`src/smx_regs.vh`:
```
// Register offsets, field positions, reset values and widths of the serial mode block
`ifndef SMX_REGS_VH
`define SMX_REGS_VH

`define SMX_ADDR_W 8
`define SMX_OFF_MODE 8'h00
`define SMX_OFF_GUARD 8'h04
`define SMX_OFF_RXDATA 8'h08
`define SMX_OFF_STATUS 8'h0C

`define SMX_MODE_W 11
`define SMX_MODE_RST 11'h000
`define SMX_GP_W 16
`define SMX_GP_RST 16'h0000

`define SMX_B_FLOWIE 10
`define SMX_B_CLEAR_TO_SEND_FLOW_ENABLE 9
`define SMX_B_REQUEST_TO_SEND_FLOW_ENABLE 8
`define SMX_B_TXDMA 7
`define SMX_B_RXDMA 6
`define SMX_B_SMART_CARD_ENABLE 5
`define SMX_B_NACK 4
`define SMX_B_HALF_DUPLEX_SELECT 3
`define SMX_B_INFRARED_LOW_POWER 2
`define SMX_B_INFRARED_ENABLE 1
`define SMX_B_EIE 0

`define SMX_GT_HI 15
`define SMX_GT_LO 8
`define SMX_PSC_HI 7
`define SMX_PSC_LO 0
`define SMX_PSC_CARD_HI 4

`define SMX_DATA_W 9
`define SMX_FIFO_DEPTH 8
`define SMX_FIFO_AW 3
`define SMX_CNT_W 4

`define SMX_IR_PULSE 2'h3
`define SMX_NACK_BITS 2'h2
`define SMX_ST_EMPTY 4
`define SMX_ST_FULL 5
`define SMX_ST_CTS 6
`define SMX_ST_NACK 7
`define SMX_ST_GUARD 8

`endif

```
`src/smx_mode_ext.v`:
```
// Serial port mode extensions: flow control, DMA, smart card, IrDA, FIFO

`include "smx_regs.vh"

// Synchronous FIFO with valid/ready on both sides
// A full buffer holds in_ready low; the writer must keep its word valid
module smx_fifo #(
    parameter W = `SMX_DATA_W,
    parameter D = `SMX_FIFO_DEPTH,
    parameter AW = `SMX_FIFO_AW
) (
    input wire clk,
    input wire rst_n,
    input wire [W-1:0] in_data,
    input wire in_valid,
    output wire in_ready,
    output wire [W-1:0] out_data,
    output wire out_valid,
    input wire out_ready,
    output reg [AW:0] count
);
    reg [W-1:0] mem [0:D-1];
    reg [AW-1:0] wr_ptr;
    reg [AW-1:0] rd_ptr;
    wire push;
    wire pop;

    assign in_ready = (count != D[AW:0]);
    assign out_valid = (count != {(AW+1){1'b0}});
    assign out_data = mem[rd_ptr];
    assign push = in_valid & in_ready;
    assign pop = out_valid & out_ready;

    // Storage write
    always @(posedge clk) begin
        if (push) begin
            mem[wr_ptr] <= in_data;
        end
    end

    // Pointers and fill level
    always @(posedge clk or negedge rst_n) begin
        if (!rst_n) begin
            wr_ptr <= {AW{1'b0}};
            rd_ptr <= {AW{1'b0}};
            count <= {(AW+1){1'b0}};
        end else begin
            if (push) begin
                wr_ptr <= (wr_ptr == D[AW-1:0] - 1'b1) ? {AW{1'b0}}
                          : wr_ptr + 1'b1;
            end
            if (pop) begin
                rd_ptr <= (rd_ptr == D[AW-1:0] - 1'b1) ? {AW{1'b0}}
                          : rd_ptr + 1'b1;
            end
            if (push & ~pop) begin
                count <= count + 1'b1;
            end else if (pop & ~push) begin
                count <= count - 1'b1;
            end
        end
    end
endmodule // smx_fifo

// Mode extension logic around the frame engine
module smx_mode_ext (
    input wire mclk,
    input wire arst_n,
    input wire [`SMX_ADDR_W-1:0] reg_addr,
    input wire [31:0] reg_wdata,
    input wire reg_wr,
    input wire reg_rd,
    output reg [31:0] reg_rdata,
    input wire baud_tick,
    input wire os_tick,
    input wire tx_bit,
    input wire tx_active,
    input wire tx_buf_empty,
    input wire tx_char_req,
    output wire tx_char_go,
    input wire tx_char_end,
    output reg tx_complete_set,
    output reg tx_dma_req,
    output wire rx_bit,
    input wire [`SMX_DATA_W-1:0] rx_char,
    input wire rx_char_valid,
    output wire rx_char_ready,
    input wire rx_parity_err,
    input wire framing_error_flag,
    input wire overrun_flag,
    input wire noise_flag,
    input wire cts_change_flag,
    output reg rx_dma_req,
    input wire rx_dma_ack,
    output reg flow_irq,
    output reg err_irq,
    input wire cts_n,
    output reg rts_n,
    input wire txd_i,
    output reg txd_o,
    output reg txd_oe,
    input wire rxd_i,
    input wire ir_in,
    output reg ir_out,
    output reg card_clk
);
    reg [`SMX_MODE_W-1:0] mode_ctl;
    reg [`SMX_GP_W-1:0] guard_pre;
    reg [7:0] lp_cnt;
    reg lp_tick;
    reg [4:0] card_cnt;
    reg [1:0] ir_width;
    reg ir_zero_seen;
    reg [1:0] nack_cnt;
    reg [7:0] guard_cnt;
    reg guard_busy;
    reg [`SMX_DATA_W-1:0] rx_head;
    wire [`SMX_DATA_W-1:0] fifo_data;
    wire fifo_valid;
    wire fifo_pop;
    wire sw_pop;
    wire [`SMX_FIFO_AW:0] fifo_count;
    wire flow_irq_en = mode_ctl[`SMX_B_FLOWIE];
    wire cts_en = mode_ctl[`SMX_B_CLEAR_TO_SEND_FLOW_ENABLE];
    wire rts_en = mode_ctl[`SMX_B_REQUEST_TO_SEND_FLOW_ENABLE];
    wire txdma_en = mode_ctl[`SMX_B_TXDMA];
    wire rxdma_en = mode_ctl[`SMX_B_RXDMA];
    wire card_en = mode_ctl[`SMX_B_SMART_CARD_ENABLE];
    wire nack_en = mode_ctl[`SMX_B_NACK];
    wire hd_sel = mode_ctl[`SMX_B_HALF_DUPLEX_SELECT];
    wire ir_lp = mode_ctl[`SMX_B_INFRARED_LOW_POWER];
    wire ir_en = mode_ctl[`SMX_B_INFRARED_ENABLE];
    wire err_irq_en = mode_ctl[`SMX_B_EIE];
    wire [7:0] guard_interval = guard_pre[`SMX_GT_HI:`SMX_GT_LO];
    wire [7:0] clock_prescaler = guard_pre[`SMX_PSC_HI:`SMX_PSC_LO];
    wire [4:0] card_div = guard_pre[`SMX_PSC_CARD_HI:`SMX_PSC_LO];
    wire line_in;
    wire nack_active = (nack_cnt != 2'h0);

    // Address match used by both write and read decode
    // Full byte address compare, so the register map never aliases
    function hit;
        input [`SMX_ADDR_W-1:0] a;
        input [`SMX_ADDR_W-1:0] off;
        begin
            hit = (a == off);
        end
    endfunction

    // Software writes to the two mode registers
    // Bits above each field are dropped, so reserved bits always read zero
    always @(posedge mclk or negedge arst_n) begin
        if (!arst_n) begin
            mode_ctl <= `SMX_MODE_RST;
            guard_pre <= `SMX_GP_RST;
        end else if (reg_wr) begin
            if (hit(reg_addr, `SMX_OFF_MODE)) begin
                mode_ctl <= reg_wdata[`SMX_MODE_W-1:0];
            end
            if (hit(reg_addr, `SMX_OFF_GUARD)) begin
                guard_pre <= reg_wdata[`SMX_GP_W-1:0];
            end
        end
    end

    // Register read, data one cycle after the strobe; unmapped reads zero
    always @(posedge mclk or negedge arst_n) begin
        if (!arst_n) begin
            reg_rdata <= 32'h00000000;
        end else if (reg_rd) begin
            if (hit(reg_addr, `SMX_OFF_MODE)) begin
                reg_rdata <= {21'h000000, mode_ctl};
            end else if (hit(reg_addr, `SMX_OFF_GUARD)) begin
                reg_rdata <= {16'h0000, guard_pre};
            end else if (hit(reg_addr, `SMX_OFF_RXDATA)) begin
                reg_rdata <= {23'h000000, rx_head};
            end else if (hit(reg_addr, `SMX_OFF_STATUS)) begin
                reg_rdata <= {23'h000000, guard_busy, nack_active, ~cts_n,
                              ~rx_char_ready, ~fifo_valid, fifo_count};
            end else begin
                reg_rdata <= 32'h00000000;
            end
        end else begin
            reg_rdata <= 32'h00000000;
        end
    end

    // Receive buffer; a full buffer stalls the frame engine
    smx_fifo #(
        .W(`SMX_DATA_W),
        .D(`SMX_FIFO_DEPTH),
        .AW(`SMX_FIFO_AW)
    ) u_rx_fifo (
        .clk(mclk),
        .rst_n(arst_n),
        .in_data(rx_char),
        .in_valid(rx_char_valid),
        .in_ready(rx_char_ready),
        .out_data(fifo_data),
        .out_valid(fifo_valid),
        .out_ready(fifo_pop),
        .count(fifo_count)
    );

    // Software read of the data register or a DMA ack drains one word
    assign sw_pop = reg_rd & hit(reg_addr, `SMX_OFF_RXDATA);
    assign fifo_pop = sw_pop | rx_dma_ack;

    // Head word as seen by the read process; it lands in reg_rdata on the
    // same edge that pops it, so the answer always matches the pop
    always @* begin
        rx_head = fifo_valid ? fifo_data : {`SMX_DATA_W{1'b0}};
    end

    // CTS gating of the next character start
    // Combinational so the engine sees the gate in the cycle it asks
    assign tx_char_go = tx_char_req & (~cts_en | ~cts_n);

    // Flow control, DMA requests and interrupt outputs
    // Interrupts are level mirrors of flags that are kept elsewhere
    // The DMA ack drops the request at once, so one ack drains one word
    always @(posedge mclk or negedge arst_n) begin
        if (!arst_n) begin
            rts_n <= 1'b0;
            tx_dma_req <= 1'b0;
            rx_dma_req <= 1'b0;
            flow_irq <= 1'b0;
            err_irq <= 1'b0;
        end else begin
            rts_n <= rts_en & ~rx_char_ready;
            tx_dma_req <= txdma_en & tx_buf_empty;
            rx_dma_req <= rxdma_en & fifo_valid & ~rx_dma_ack;
            flow_irq <= flow_irq_en & cts_change_flag;
            err_irq <= err_irq_en & rxdma_en &
                       (framing_error_flag | overrun_flag | noise_flag);
        end
    end

    // Low-power infrared clock: one tick every prescaler source cycles
    // Compare with >= so a smaller prescaler written mid-count takes hold
    always @(posedge mclk or negedge arst_n) begin
        if (!arst_n) begin
            lp_cnt <= 8'h00;
            lp_tick <= 1'b0;
        end else if (clock_prescaler == 8'h00) begin
            lp_cnt <= 8'h00;
            lp_tick <= 1'b0;
        end else if (lp_cnt >= clock_prescaler - 8'h01) begin
            lp_cnt <= 8'h00;
            lp_tick <= 1'b1;
        end else begin
            lp_cnt <= lp_cnt + 8'h01;
            lp_tick <= 1'b0;
        end
    end

    // Card clock toggles every low-5-bit prescaler cycles: period twice that
    // While disabled or held the clock keeps its level, so no runt edge
    always @(posedge mclk or negedge arst_n) begin
        if (!arst_n) begin
            card_cnt <= 5'h00;
            card_clk <= 1'b0;
        end else if (!card_en || card_div == 5'h00) begin
            card_cnt <= 5'h00;
        end else if (card_cnt >= card_div - 5'h01) begin
            card_cnt <= 5'h00;
            card_clk <= ~card_clk;
        end else begin
            card_cnt <= card_cnt + 5'h01;
        end
    end

    // Infrared encoder: a zero bit becomes a narrow pulse at its start
    // Pulse width counts down on oversample or low-power ticks
    always @(posedge mclk or negedge arst_n) begin
        if (!arst_n) begin
            ir_width <= 2'h0;
            ir_out <= 1'b0;
        end else begin
            if (!ir_en) begin
                ir_width <= 2'h0;
            end else if (baud_tick && tx_active && !tx_bit) begin
                ir_width <= `SMX_IR_PULSE;
            end else if (ir_width != 2'h0 && (ir_lp ? lp_tick : os_tick)) begin
                ir_width <= ir_width - 2'h1;
            end
            ir_out <= ir_en & (ir_width != 2'h0);
        end
    end

    // Infrared decoder: a pulse seen in a bit period means zero
    // The seen flag stretches a short pulse over the rest of the bit
    always @(posedge mclk or negedge arst_n) begin
        if (!arst_n) begin
            ir_zero_seen <= 1'b0;
        end else if (baud_tick) begin
            ir_zero_seen <= 1'b0;
        end else if (ir_en && ir_in) begin
            ir_zero_seen <= 1'b1;
        end
    end

    // Half duplex takes reception from the shared transmit line
    assign line_in = hd_sel ? txd_i : rxd_i;
    assign rx_bit = ir_en ? ~(ir_in | ir_zero_seen) : line_in;

    // Smart card NACK: line held low for two baud ticks after parity error
    // A second parity error restarts the window rather than extending it
    always @(posedge mclk or negedge arst_n) begin
        if (!arst_n) begin
            nack_cnt <= 2'h0;
        end else if (card_en && nack_en && rx_parity_err) begin
            nack_cnt <= `SMX_NACK_BITS;
        end else if (nack_active && baud_tick) begin
            nack_cnt <= nack_cnt - 2'h1;
        end
    end

    // Line driver; in half duplex the pin is released while idle
    // Infrared mode idles the plain line high; pulses leave on ir_out
    always @(posedge mclk or negedge arst_n) begin
        if (!arst_n) begin
            txd_o <= 1'b1;
            txd_oe <= 1'b0;
        end else begin
            txd_o <= nack_active ? 1'b0 : (ir_en ? 1'b1 : tx_bit);
            txd_oe <= hd_sel ? (tx_active | nack_active) : 1'b1;
        end
    end

    // Transmit complete, delayed by the guard interval in smart card mode
    // A new character end restarts the guard count: the last end wins
    always @(posedge mclk or negedge arst_n) begin
        if (!arst_n) begin
            guard_cnt <= 8'h00;
            guard_busy <= 1'b0;
            tx_complete_set <= 1'b0;
        end else begin
            tx_complete_set <= 1'b0;
            if (tx_char_end) begin
                if (card_en && guard_interval != 8'h00) begin
                    guard_cnt <= guard_interval;
                    guard_busy <= 1'b1;
                end else begin
                    tx_complete_set <= 1'b1;
                end
            end else if (guard_busy && baud_tick) begin
                if (guard_cnt == 8'h01) begin
                    guard_busy <= 1'b0;
                    tx_complete_set <= 1'b1;
                end
                guard_cnt <= guard_cnt - 8'h01;
            end
        end
    end
endmodule // smx_mode_ext

```
`config.mk`:
```
export PLATFORM = sky130hd
export DESIGN_NAME = smx_mode_ext
export DESIGN_NICKNAME = d
export VERILOG_FILES = /design/src/smx_mode_ext.v
export VERILOG_INCLUDE_DIRS = /design/src
export SDC_FILE = /design/constraint.sdc
export NUM_CORES = 1
export LEC_CHECK = 0
export BUFFER_PORTS_ARGS = -buffer_cell sky130_fd_sc_hd__buf_2
export CORE_ASPECT_RATIO = 1.1
export CORE_UTILIZATION = 35
export DETAILED_ROUTE_END_ITERATION = 7
export PLACE_DENSITY_LB_ADDON = 0.08
export SYNTH_ARGS = -nofsm -noshare
export SYNTH_HDL_FRONTEND = slang
export SYNTH_SLANG_ARGS = --single-unit
```
`constraint.sdc`:
```
create_clock -name mclk -period 6.3 [get_ports mclk]
set_input_delay 0.315 -clock mclk [delete_from_list [all_inputs] [get_ports mclk]]
set_output_delay 0.315 -clock mclk [all_outputs]
set_load 0.005 [all_outputs]
```
==> flow_summary.yaml, run 1 <==
drt:
  drt-initial-drc-count: 222
  avgRoutedWirePerCell_um: 18.20
  dr.pass1.iters: 4
  routed_wl_mm: 17.37
  drc: 0
  via_per_inst: 4.911
  vias: 4685
  ant_nets: 0
floorplanning:
  core_sq_um: 21300
  dieArea_sq_um: 22270
  start_util: 0.3563
  fp-row-count: 56
  fp.dieW_um: 142.4
  die_h_um: 156.4
  io_pins: 116
clock_tree:
  cts_buffer_depth: 2
  clk_pin_slew_ns: 0.06
  cts_sinks: 163
  insertion_delay_ns: 0.43
  cts_setup_buffers: 0
  post_cts_resized: 0
  numCtsBuffers: 17
  cts-root-buf: "clkbuf_16"
  cts_tree: "built"
  htreeDepth: 4
finish:
  final_nets: 751
  seqCellArea_sq_um: 4441
  syn_to_final_growth_pct: 16.09
  layout_commonest_cell: "dfrtp_1"
  multiInputGateArea_sq_um: 2909
  instances_no_fill: 954
  diodes: 0
  stdcell_area_sq_um: 8810
  drive_above_1_share: 0.2681
  final_cell_mix: "dfrtp_1, buf_2, edfxtp_1, mux2_2, nor2_1"
  fill_cells: 2065
logic_synthesis:
  synth.yosys.warnings: 0
  yosysUniqueCellTypes: 65
  avgSynthCellArea_sq_um: 13.36
  synth_area_sq_um: 7589
  synth_seq_cells: 163
  synth_edf_count: 72
  ys_seq_area_frac: 0.5852
  synth_cells: 568
  async_flop_share: 0.5583
  synthFlopType: "dfrtp_1"
power_and_ir_drop:
  p_switching_mw: 0.9609
  pwr-share-comb: 0.230
  p_leak_nw: 3.810
  powerDensity_nw_per_um2: 354.2
  ir_drop_mv: 0.1879
  p_sw_frac: 0.3079
  pwr-share-clk: 0.318
  internal_power_mw: 2.160
  power.share.sequential: 0.452
timing:
  hold_viol_final: 0
  max-slew-margin-rel: 0.2814
  skew_ns: 0.01316
  tightest_slew_ns: 1.074
  rsz0062_at_grt: "no"
  clock.fmax_mhz: 341.0
  period_needed_ns: 2.933
  drv_slew: 0
  timing.final.crit_share: 0.4655
  final.setup.tns_ns: 0
  setup_viol: 0
min_path:
  hold_path_depth: 2
  hp-start: "rx_dma_ack"
  hold_end: "rx_dma_req$_DFF_PN0_"
  worst_hold_path_type: "input pin to flip-flop"
setup_path:
  crit-reg2reg-capture: "u_rx_fifo.count[3]$_DFFE_PN0P_"
  arrival_ns: 3.23
  crit_fanout: 6
  reg2reg_depth: 9
  worstSetupPathType: "flip-flop to flip-flop"
  reg2reg_from: "u_rx_fifo.count[1]$_DFFE_PN0P_"
  reg2reg_slack_ns: 3.37
  critPathCaptureType: "flip-flop"
  startpoint_type: "flip-flop"
  critical_path_required_ns: 6.60
grt:
  antenna_found_initial: 0
  grt_max_degree: 48
  grt_overflow_total: 0
  grt_usage: 0.1660
  grt_first_pass_wirelength_mm: 27.12
  grt_pass1_vias: 4787
place:
  place_inst: 921
  dp_hpwl_mm: 12.05
  dpl_cell_area_sq_um: 8243
  portBuffers: 83
  gp_congestion: 0.7706
outcome:
  status: "completed"
run:
  maxCapViolations: 0
-- per-stage QoR --
stage          total power, mW  utilization  hold WS (ns)  worst slack [ns]
6_report                 3.120       0.4136       0.09826             3.367
3_3_place_gp             2.135       0.3870        0.3541             3.308
3_5_place_dp             2.168       0.3870        0.3583             3.256
5_1_grt                  3.299       0.4136       0.08562             3.106
2_1_floorplan            1.925            -       0.01941             3.649
4_1_cts                  3.170       0.4136       0.08719             3.303
-- power groups by stage --
stage | registers [mW] | clock network (mW) | logic (mW)
after floorplan | 1.36 | 0 | 0.569
after global placement | 1.43 | 0 | 0.710
after detailed placement | 1.43 | 0 | 0.734
after CTS | 1.41 | 1.02 | 0.737
after global routing | 1.44 | 1.06 | 0.805
final | 1.41 | 0.992 | 0.717
-- worst max-delay path: stages (launching register included) --
cell,delay (ns)
dfrtp_1,0.46
or4b_1,0.69
nand2_1,0.22
inv_1,0.08
ha_1,0.23
inv_1,0.16
ha_1,0.25
a21o_1,0.18
a2111oi_0,0.39
o31ai_1,0.13
-- worst max path at each step --
| stage | slack (ns) | start | to |
|---|---|---|---|
| final | 3.37 | u_rx_fifo.count[1]$_DFFE_PN0P_ | u_rx_fifo.count[3]$_DFFE_PN0P_ |
| after global routing | 3.11 | u_rx_fifo.count[0]$_DFFE_PN0P_ | u_rx_fifo.count[3]$_DFFE_PN0P_ |
| after CTS | 3.30 | u_rx_fifo.count[0]$_DFFE_PN0P_ | u_rx_fifo.count[3]$_DFFE_PN0P_ |
| after detailed placement | 3.26 | reg_addr[5] | u_rx_fifo.count[3]$_DFFE_PN0P_ |
| after global placement | 3.31 | reg_addr[5] | u_rx_fifo.count[3]$_DFFE_PN0P_ |
| after floorplan | 3.65 | u_rx_fifo.count[1]$_DFFE_PN0P_ | u_rx_fifo.count[3]$_DFFE_PN0P_ |
-- routing by layer --
metal,track usage,vias to the layer above,wire length (um)
li1,-,2240,-
met1,0.2058,2352,7621
met2,0.2873,81,9009
met3,0.03458,12,547
met4,0.05428,0,188
met5,0,-,0
-- synth_stat cells, types with 4 or more instances --
| cell type | count | area [sq um] |
|---|---|---|
| nand3_1 | 14 | 70.07 |
| inv_1 | 26 | 97.59 |
| o22ai_1 | 4 | 25.02 |
| nor3_1 | 23 | 115.1 |
| nand2_1 | 24 | 90.09 |
| nor3b_1 | 4 | 30.03 |
| edfxtp_1 | 72 | 2162 |
| and3_1 | 9 | 56.30 |
| and2_1 | 5 | 31.28 |
| nand3b_1 | 4 | 30.03 |
| o311a_1 | 4 | 40.04 |
| mux2_2 | 33 | 371.6 |
| a21o_1 | 5 | 37.54 |
| buf_4 | 17 | 127.6 |
| clkbuf_1 | 16 | 60.06 |
| mux4_2 | 18 | 405.4 |
| xor2_1 | 8 | 70.07 |
| dfrtp_1 | 90 | 2252 |
| o21ai_0 | 16 | 80.08 |
| nor4_1 | 4 | 25.02 |
| mux2i_1 | 16 | 160.2 |
| nor2b_1 | 8 | 50.05 |
| nor2_1 | 29 | 108.9 |
| or4_1 | 4 | 30.03 |
| xnor2_1 | 11 | 96.34 |
| nand2b_1 | 9 | 56.30 |
| a21oi_1 | 11 | 55.05 |
| ha_1 | 28 | 350.3 |
-- repair_timing --
action,in CTS,in global routing
setup endpoints to repair,0,0
hold endpoints to repair,44,0
hold buffers,1,0
-- sequential cells by signal, summed over array words and instances (netlist names), 2 cells and up --
| name | flops |
|---|---|
| guard_pre | 16 |
| card_cnt | 5 |
| guard_cnt | 8 |
| u_rx_fifo.count | 4 |
| u_rx_fifo.wr_ptr | 3 |
| mode_ctl | 11 |
| nack_cnt | 2 |
| u_rx_fifo.mem | 72 |
| u_rx_fifo.rd_ptr | 3 |
| ir_width | 2 |
| lp_cnt | 8 |
| reg_rdata | 16 |
-- cell type report --
type	count	share of cell area
repair buffers	86	0.05028
multi-input cells	357	0.3302
inverters	26	0.01108
clock buffers	17	0.04829
clock inverters	15	0.01491
well taps	290	0.04119
flip-flops and latches	163	0.5040
-- logic make-up (layout without fill, tap and decap cells) --
group | Yosys count | in the layout | share of synthesized area
compound gates | 76 | 76 | 0.07189
xor+xnor | 19 | 19 | 0.02193
simple gates | 150 | 150 | 0.1080
buf+inv | 63 | 144 | 0.04023
other cells | 1 | 16 | 0.0004942
mux | 67 | 67 | 0.1235
flops | 163 | 163 | 0.5852
fa+ha+maj | 29 | 29 | 0.04881
Note: power is estimated with default switching activity, not from simulation.
==> run 2, diff against run 1 <==
- clock period: 6.3 -> 2.7 ns (I/O delays scaled with it)
==> run 2 against run 1 <==
- worst setup slack lost 3.3 ns
- clock power rose by 130%
- sequential power grew 120%
- count of clock-buffer cells in the layout unchanged
- largest cell class unchanged
- combinational power rose to 2.7 times the previous value
- flip-flop and latch count is the same
- power up 140%
==> flow_summary.yaml, run 2 (synthesized netlist as in run 1, its figures left out) <==
setup_path:
  crit_fanout: 6
  worstSetupPathType: "flip-flop to flip-flop"
  reg2reg_from: "u_rx_fifo.count[1]$_DFFE_PN0P_"
  arrival_ns: 2.89
  critical_path_required_ns: 2.99
  critPathCaptureType: "flip-flop"
  setup.worst_path.start: "u_rx_fifo.count[1]$_DFFE_PN0P_"
  startpoint_type: "flip-flop"
  crit_end: "u_rx_fifo.count[3]$_DFFE_PN0P_"
  reg2reg_slack_ns: 0.11
  reg2reg_depth: 9
  crit-reg2reg-capture: "u_rx_fifo.count[3]$_DFFE_PN0P_"
drt:
  drc: 0
  avgRoutedWirePerCell_um: 17.79
  top_layer_used: "met4"
  ant_nets: 0
  met1Wirelength_mm: 7.908
  dr.pass1.iters: 4
  dr_wl_met3_um: 520
  drt-initial-drc-count: 188
  vias: 4863
  wl_met2_mm: 9.446
  routed_wl_mm: 17.99
  via_per_inst: 4.810
timing:
  final.setup.tns_ns: 0
  period_needed_ns: 2.594
  setup_viol: 0
  skew_ns: 0.007998
  max-slew-margin-rel: 0.2811
  hold_viol_final: 0
  rsz0062_at_grt: "no"
  drv_slew: 0
  clock.fmax_mhz: 385.5
  whs_ns: 0.02787
  fin_ws_ns: 0.1058
  timing.final.crit_share: 0.9608
  tightest_slew_ns: 1.074
power_and_ir_drop:
  ir_drop_mv: 0.4571
  powerDensity_nw_per_um2: 794.7
  p_leak_nw: 4.067
  p_total_mw: 7.417
grt:
  grt_max_degree: 48
  antenna_found_initial: 0
  grt_pass1_vias: 4955
  grt_first_pass_wirelength_mm: 27.67
  grt_usage: 0.1691
  grt_overflow_total: 0
floorplanning:
  fp-row-count: 56
  dieArea_sq_um: 22270
  io_pins: 116
  start_util: 0.3563
  core_sq_um: 21300
  fp.dieW_um: 142.4
  die_h_um: 156.4
clock_tree:
  cts_sinks: 163
  htreeDepth: 4
  numCtsBuffers: 17
  cts_tree: "built"
  insertion_delay_ns: 0.42
  cts_buffer_depth: 2
  cts-root-buf: "clkbuf_16"
  clk_pin_slew_ns: 0.07
outcome:
  status: "completed"
finish:
  diodes: 0
  regMostFlops: "u_rx_fifo.mem"
  fill_cells: 1991
  stdcell_area_sq_um: 9333
  drive_above_1_share: 0.2816
  syn_to_final_growth_pct: 22.98
  largestRegisters: "u_rx_fifo.mem (72), guard_pre (16), reg_rdata (16)"
  final_nets: 808
  final_cell_mix: "dfrtp_1, buf_2, edfxtp_1, dlygate4sd3_1, mux2_2"
  largest_reg_flops: 72
  layout_commonest_cell: "dfrtp_1"
run:
  maxCapViolations: 0
min_path:
  worst_hold_path_type: "input pin to flip-flop"
place:
  post-place-ws_ns: 0.03891
  portBuffers: 83
  dpl_cell_area_sq_um: 8426
  gp_congestion: 0.7450
  dp_hpwl_mm: 12.53
[run 2: cell types whose count changed in the layout (fill, tap and decap cells not counted), sizes merged]
cell         previous run  this run
clkinvlp                3         4
dlygate4sd3             1        34
inv                    31        30
buf                    85       109
[run 2: worst min path at each step]
stage | start | endpoint | slack (ns) | cells after the start
final | baud_tick | ir_zero_seen$_DFFE_PN0P_ | 0.03 | 2
after global routing | baud_tick | ir_zero_seen$_DFFE_PN0P_ | 0.03 | 2
after CTS | baud_tick | ir_zero_seen$_DFFE_PN0P_ | 0.03 | 2
after detailed placement | arst_n | guard_cnt[4]$_DFFE_PN0P_ | 0.20 | 1
after global placement | arst_n | guard_cnt[4]$_DFFE_PN0P_ | 0.20 | 1
after floorplan | arst_n | card_clk$_DFFE_PN0P_ | -0.16 | 0
[run 2: where the power goes]
part,internal [mW],total (mW),switching [mW]
Combinational,0.938,1.94,1.00
Clock,1.27,2.31,1.03
Sequential,2.94,3.17,0.226
[run 2: layout make-up]
class                           instances  area (sq um)  share of cell area
Clock buffer                           17         425.4             0.04558
Clock inverter                         15         130.1             0.01394
Inverter                               26         97.59             0.01046
Multi-Input combinational cell        357          2910              0.3118
Sequential cell                       163          4441              0.4758
Tap cell                              290         362.8             0.03888
Timing Repair Buffer                  143         965.9              0.1035
[run 2: per-stage QoR]
step	util	instances
2_1_floorplan	-	583
3_3_place_gp	0.3956	945
3_5_place_dp	0.3956	945
4_1_cts	0.4376	1011
5_1_grt	0.4381	1011
6_report	0.4381	1011
[run 2: worst max-delay path: stages, from the launching register on]
cell and delay [ns]:
dfrtp_1 0.38, or4b_1 0.60, nand2_2 0.15, inv_1 0.05, ha_1 0.21, inv_1 0.08, ha_1 0.23, a21o_1 0.19
a2111oi_1 0.42, o31ai_1 0.14
[run 2: repair_timing]
action | in CTS | in global routing
endpoints found under the setup margin | 0 | 12
hold buffers | 34 | 0
gates resized for setup | 0 | 5
buffers inserted | 0 | 0
hold endpoints to repair | 152 | 0
[run 2: per-layer routing]
layer	vias up	track usage
li1	2352	-
met1	2419	0.2088
met2	84	0.2981
met3	8	0.03703
met4	0	0.04301
met5	-	0
==> run 3, diff against run 2 <==
--- a/config.mk
+++ b/config.mk
@@ -7,4 +7,5 @@
 export NUM_CORES = 1
 export LEC_CHECK = 0
+export ABC_AREA = 1
 export BUFFER_PORTS_ARGS = -buffer_cell sky130_fd_sc_hd__buf_2
 export CORE_ASPECT_RATIO = 1.1
==> constraint.sdc (replaced) <==
create_clock -name mclk -period 2.7 [get_ports mclk]
set_input_delay 0.135 -clock mclk [delete_from_list [all_inputs] [get_ports mclk]]
set_output_delay 0.135 -clock mclk [all_outputs]
set_load 0.01 [all_outputs]
==> run 3 against run 2 <==
- synthesized cell count grew 55%
- non-clock buffer count decreased by 7
- fmax up 7.5%
- sequential power grew 3%
- critical path type unchanged
- highest routed layer unchanged
==> flow_summary.yaml, run 3 <==
finish:
  largest_reg_flops: 72
  largestRegisters: "u_rx_fifo.mem (72), guard_pre (16), reg_rdata (16)"
  fill_cells: 2301
  regMostFlops: "u_rx_fifo.mem"
  final_cell_mix: "nand2_1, inv_1, nand3_1, dfrtp_1, buf_2"
  final_nets: 1114
  syn_to_final_growth_pct: 20.66
  layout_commonest_cell: "nand2_1"
  diodes: 0
  multiInputGateArea_sq_um: 2846
  utilization: 0.4287
  seqCellArea_sq_um: 4441
  drive_above_1_share: 0.1646
grt:
  grt_max_degree: 50
  antenna_found_initial: 0
  grt_first_pass_wirelength_mm: 31.44
  grt_overflow_total: 0
  grt_pass1_vias: 5832
  grt_usage: 0.1751
clock_tree:
  cts_tree: "built"
  post_cts_resized: 0
  cts_setup_buffers: 0
  numCtsBuffers: 17
  cts_buffer_depth: 2
  insertion_delay_ns: 0.43
  clk_pin_slew_ns: 0.07
  cts-root-buf: "clkbuf_16"
  htreeDepth: 4
  cts_sinks: 163
setup_path:
  crit_fanout: 6
  critPathCaptureType: "flip-flop"
  crit-reg2reg-capture: "u_rx_fifo.count[3]$_DFFE_PN0P_"
  critical_path_required_ns: 3.01
  reg2reg_slack_ns: 0.29
  reg2reg_depth: 15
  worstSetupPathType: "flip-flop to flip-flop"
  arrival_ns: 2.72
  reg2reg_from: "u_rx_fifo.count[0]$_DFFE_PN0P_"
  startpoint_type: "flip-flop"
min_path:
  hold_path_depth: 1
  hold_end: "u_rx_fifo.mem[3][8]$_DFFE_PP_"
  worst_hold_path_type: "input pin to flip-flop"
  hp-start: "rx_char[8]"
timing:
  max-slew-margin-rel: 0.4999
  final.setup.tns_ns: 0
  drv_slew: 0
  timing.final.crit_share: 0.8938
  skew_ns: 0.01314
  period_needed_ns: 2.413
  setup_viol: 0
  tightest_slew_ns: 0.7474
  rsz0062_at_grt: "no"
  hold_viol_final: 0
  clock.fmax_mhz: 414.4
logic_synthesis:
  synthFlopType: "dfrtp_1"
  async_flop_share: 0.5583
  ys_seq_area_frac: 0.5484
  synth_top_cell_by_area: "dfrtp_1"
  synth_seq_cells: 163
  synth_cells: 883
  avgSynthCellArea_sq_um: 9.169
  synth.yosys.warnings: 0
  synth_top_area_share: 0.2782
  synth_area_sq_um: 8097
  yosys-top-cells-count: "nand2_1, inv_1, nand3_1, dfrtp_1, edfxtp_1"
  yosysUniqueCellTypes: 44
  synth_edf_count: 72
  yosysMostFrequentCell: "nand2_1"
  synth.area.top_cells: "dfrtp_1, edfxtp_1, nand2_1"
drt:
  ant_nets: 0
  vias: 6017
  drc: 0
  routed_wl_mm: 19.84
  avgRoutedWirePerCell_um: 14.95
  drt-initial-drc-count: 303
  via_per_inst: 4.534
  dr.pass1.iters: 4
floorplanning:
  dieArea_sq_um: 23750
  start_util: 0.3553
  io_pins: 116
  fp.dieW_um: 147.0
  fp-row-count: 58
  die_h_um: 161.5
  core_sq_um: 22790
outcome:
  status: "completed"
power_and_ir_drop:
  p_leak_nw: 4.860
  powerDensity_nw_per_um2: 821.8
  p_total_mw: 8.028
  ir_drop_mv: 0.3860
place:
  portBuffers: 83
  dp_hpwl_mm: 13.66
  gp_congestion: 0.7931
run:
  maxCapViolations: 0
-- run 3: where the power goes --
group | total (mW) | switching [mW] | internal [mW]
clock | 2.48 | 1.09 | 1.39
combinational | 2.27 | 1.42 | 0.845
sequential | 3.28 | 0.262 | 3.02
-- run 3: cell families (layout without fill, tap and decap cells) --
group / Yosys count / in the layout / synth area share
multiplexers: 2 / 2 / 0.002627
buffers and inverters: 198 / 327 / 0.1069
XOR/XNOR: 19 / 19 / 0.02055
adder cells (fa/ha/maj): 29 / 29 / 0.04574
AO/OA/AOI/OAI: 91 / 91 / 0.06583
flip-flops: 163 / 163 / 0.5484
other: 1 / 16 / 0.0004632
AND/OR/NAND/NOR: 380 / 380 / 0.2094
-- run 3: cell type report --
cell class,count,area share
clock inverters,15,0.01729
clock buffers,17,0.04355
inverters,159,0.06135
well taps,300,0.03842
flip-flops and latches,163,0.4545
repair buffers,136,0.09349
multi-input cells,537,0.2914
-- run 3: metrics by stage --
stage               setup slack [ns]  cells  area [sq um]  hold WS [ns]
finish                        0.2867   1327          9769       0.01881
global route                 0.05822   1327          9769       0.01428
CTS                           0.2478   1327          9769      0.009497
detailed placement            0.2428   1261          8835        0.1882
global placement              0.2950   1261          8835        0.1801
floorplan                     0.5043    898          8153       -0.1606
-- run 3: worst max-delay path by stage --
stage / slack (ns) / endpoint / startpoint / cells past startpoint
2_1_floorplan: 0.50 / u_rx_fifo.count[3]$_DFFE_PN0P_ / u_rx_fifo.count[0]$_DFFE_PN0P_ / 13
3_3_place_gp: 0.29 / u_rx_fifo.count[3]$_DFFE_PN0P_ / reg_addr[2] / 16
3_5_place_dp: 0.24 / u_rx_fifo.count[3]$_DFFE_PN0P_ / reg_addr[2] / 16
4_1_cts: 0.25 / u_rx_fifo.count[3]$_DFFE_PN0P_ / u_rx_fifo.count[0]$_DFFE_PN0P_ / 15
5_1_grt: 0.06 / u_rx_fifo.count[3]$_DFFE_PN0P_ / u_rx_fifo.count[0]$_DFFE_PN0P_ / 15
6_report: 0.29 / u_rx_fifo.count[3]$_DFFE_PN0P_ / u_rx_fifo.count[0]$_DFFE_PN0P_ / 15
-- run 3: timing repair --
item                                    CTS  global route
hold buffers                             34             0
hold endpoints to repair                138             0
endpoints found under the setup margin    0             0
-- run 3: metal layers --
layer / share of wire / GRT usage / vias up
met5: 0 / 0 / -
met4: 0.011 / 0.04780 / 0
met3: 0.028 / 0.03220 / 14
met2: 0.51 / 0.3100 / 102
met1: 0.45 / 0.2177 / 2823
li1: - / - / 3078
-- run 3: critical path, stage by stage (launching register included) --
cell     delay [ns]
dfrtp_1        0.46
nor2_1         0.11
nand2_1        0.12
nor2_1         0.14
inv_2          0.07
nand2_2        0.08
inv_2          0.07
ha_1           0.17
inv_1          0.15
ha_1           0.30
a21oi_1        0.15
nand2_1        0.10
a21oi_1        0.17
o21ai_0        0.11
nand2_1        0.06
nand2_1        0.04
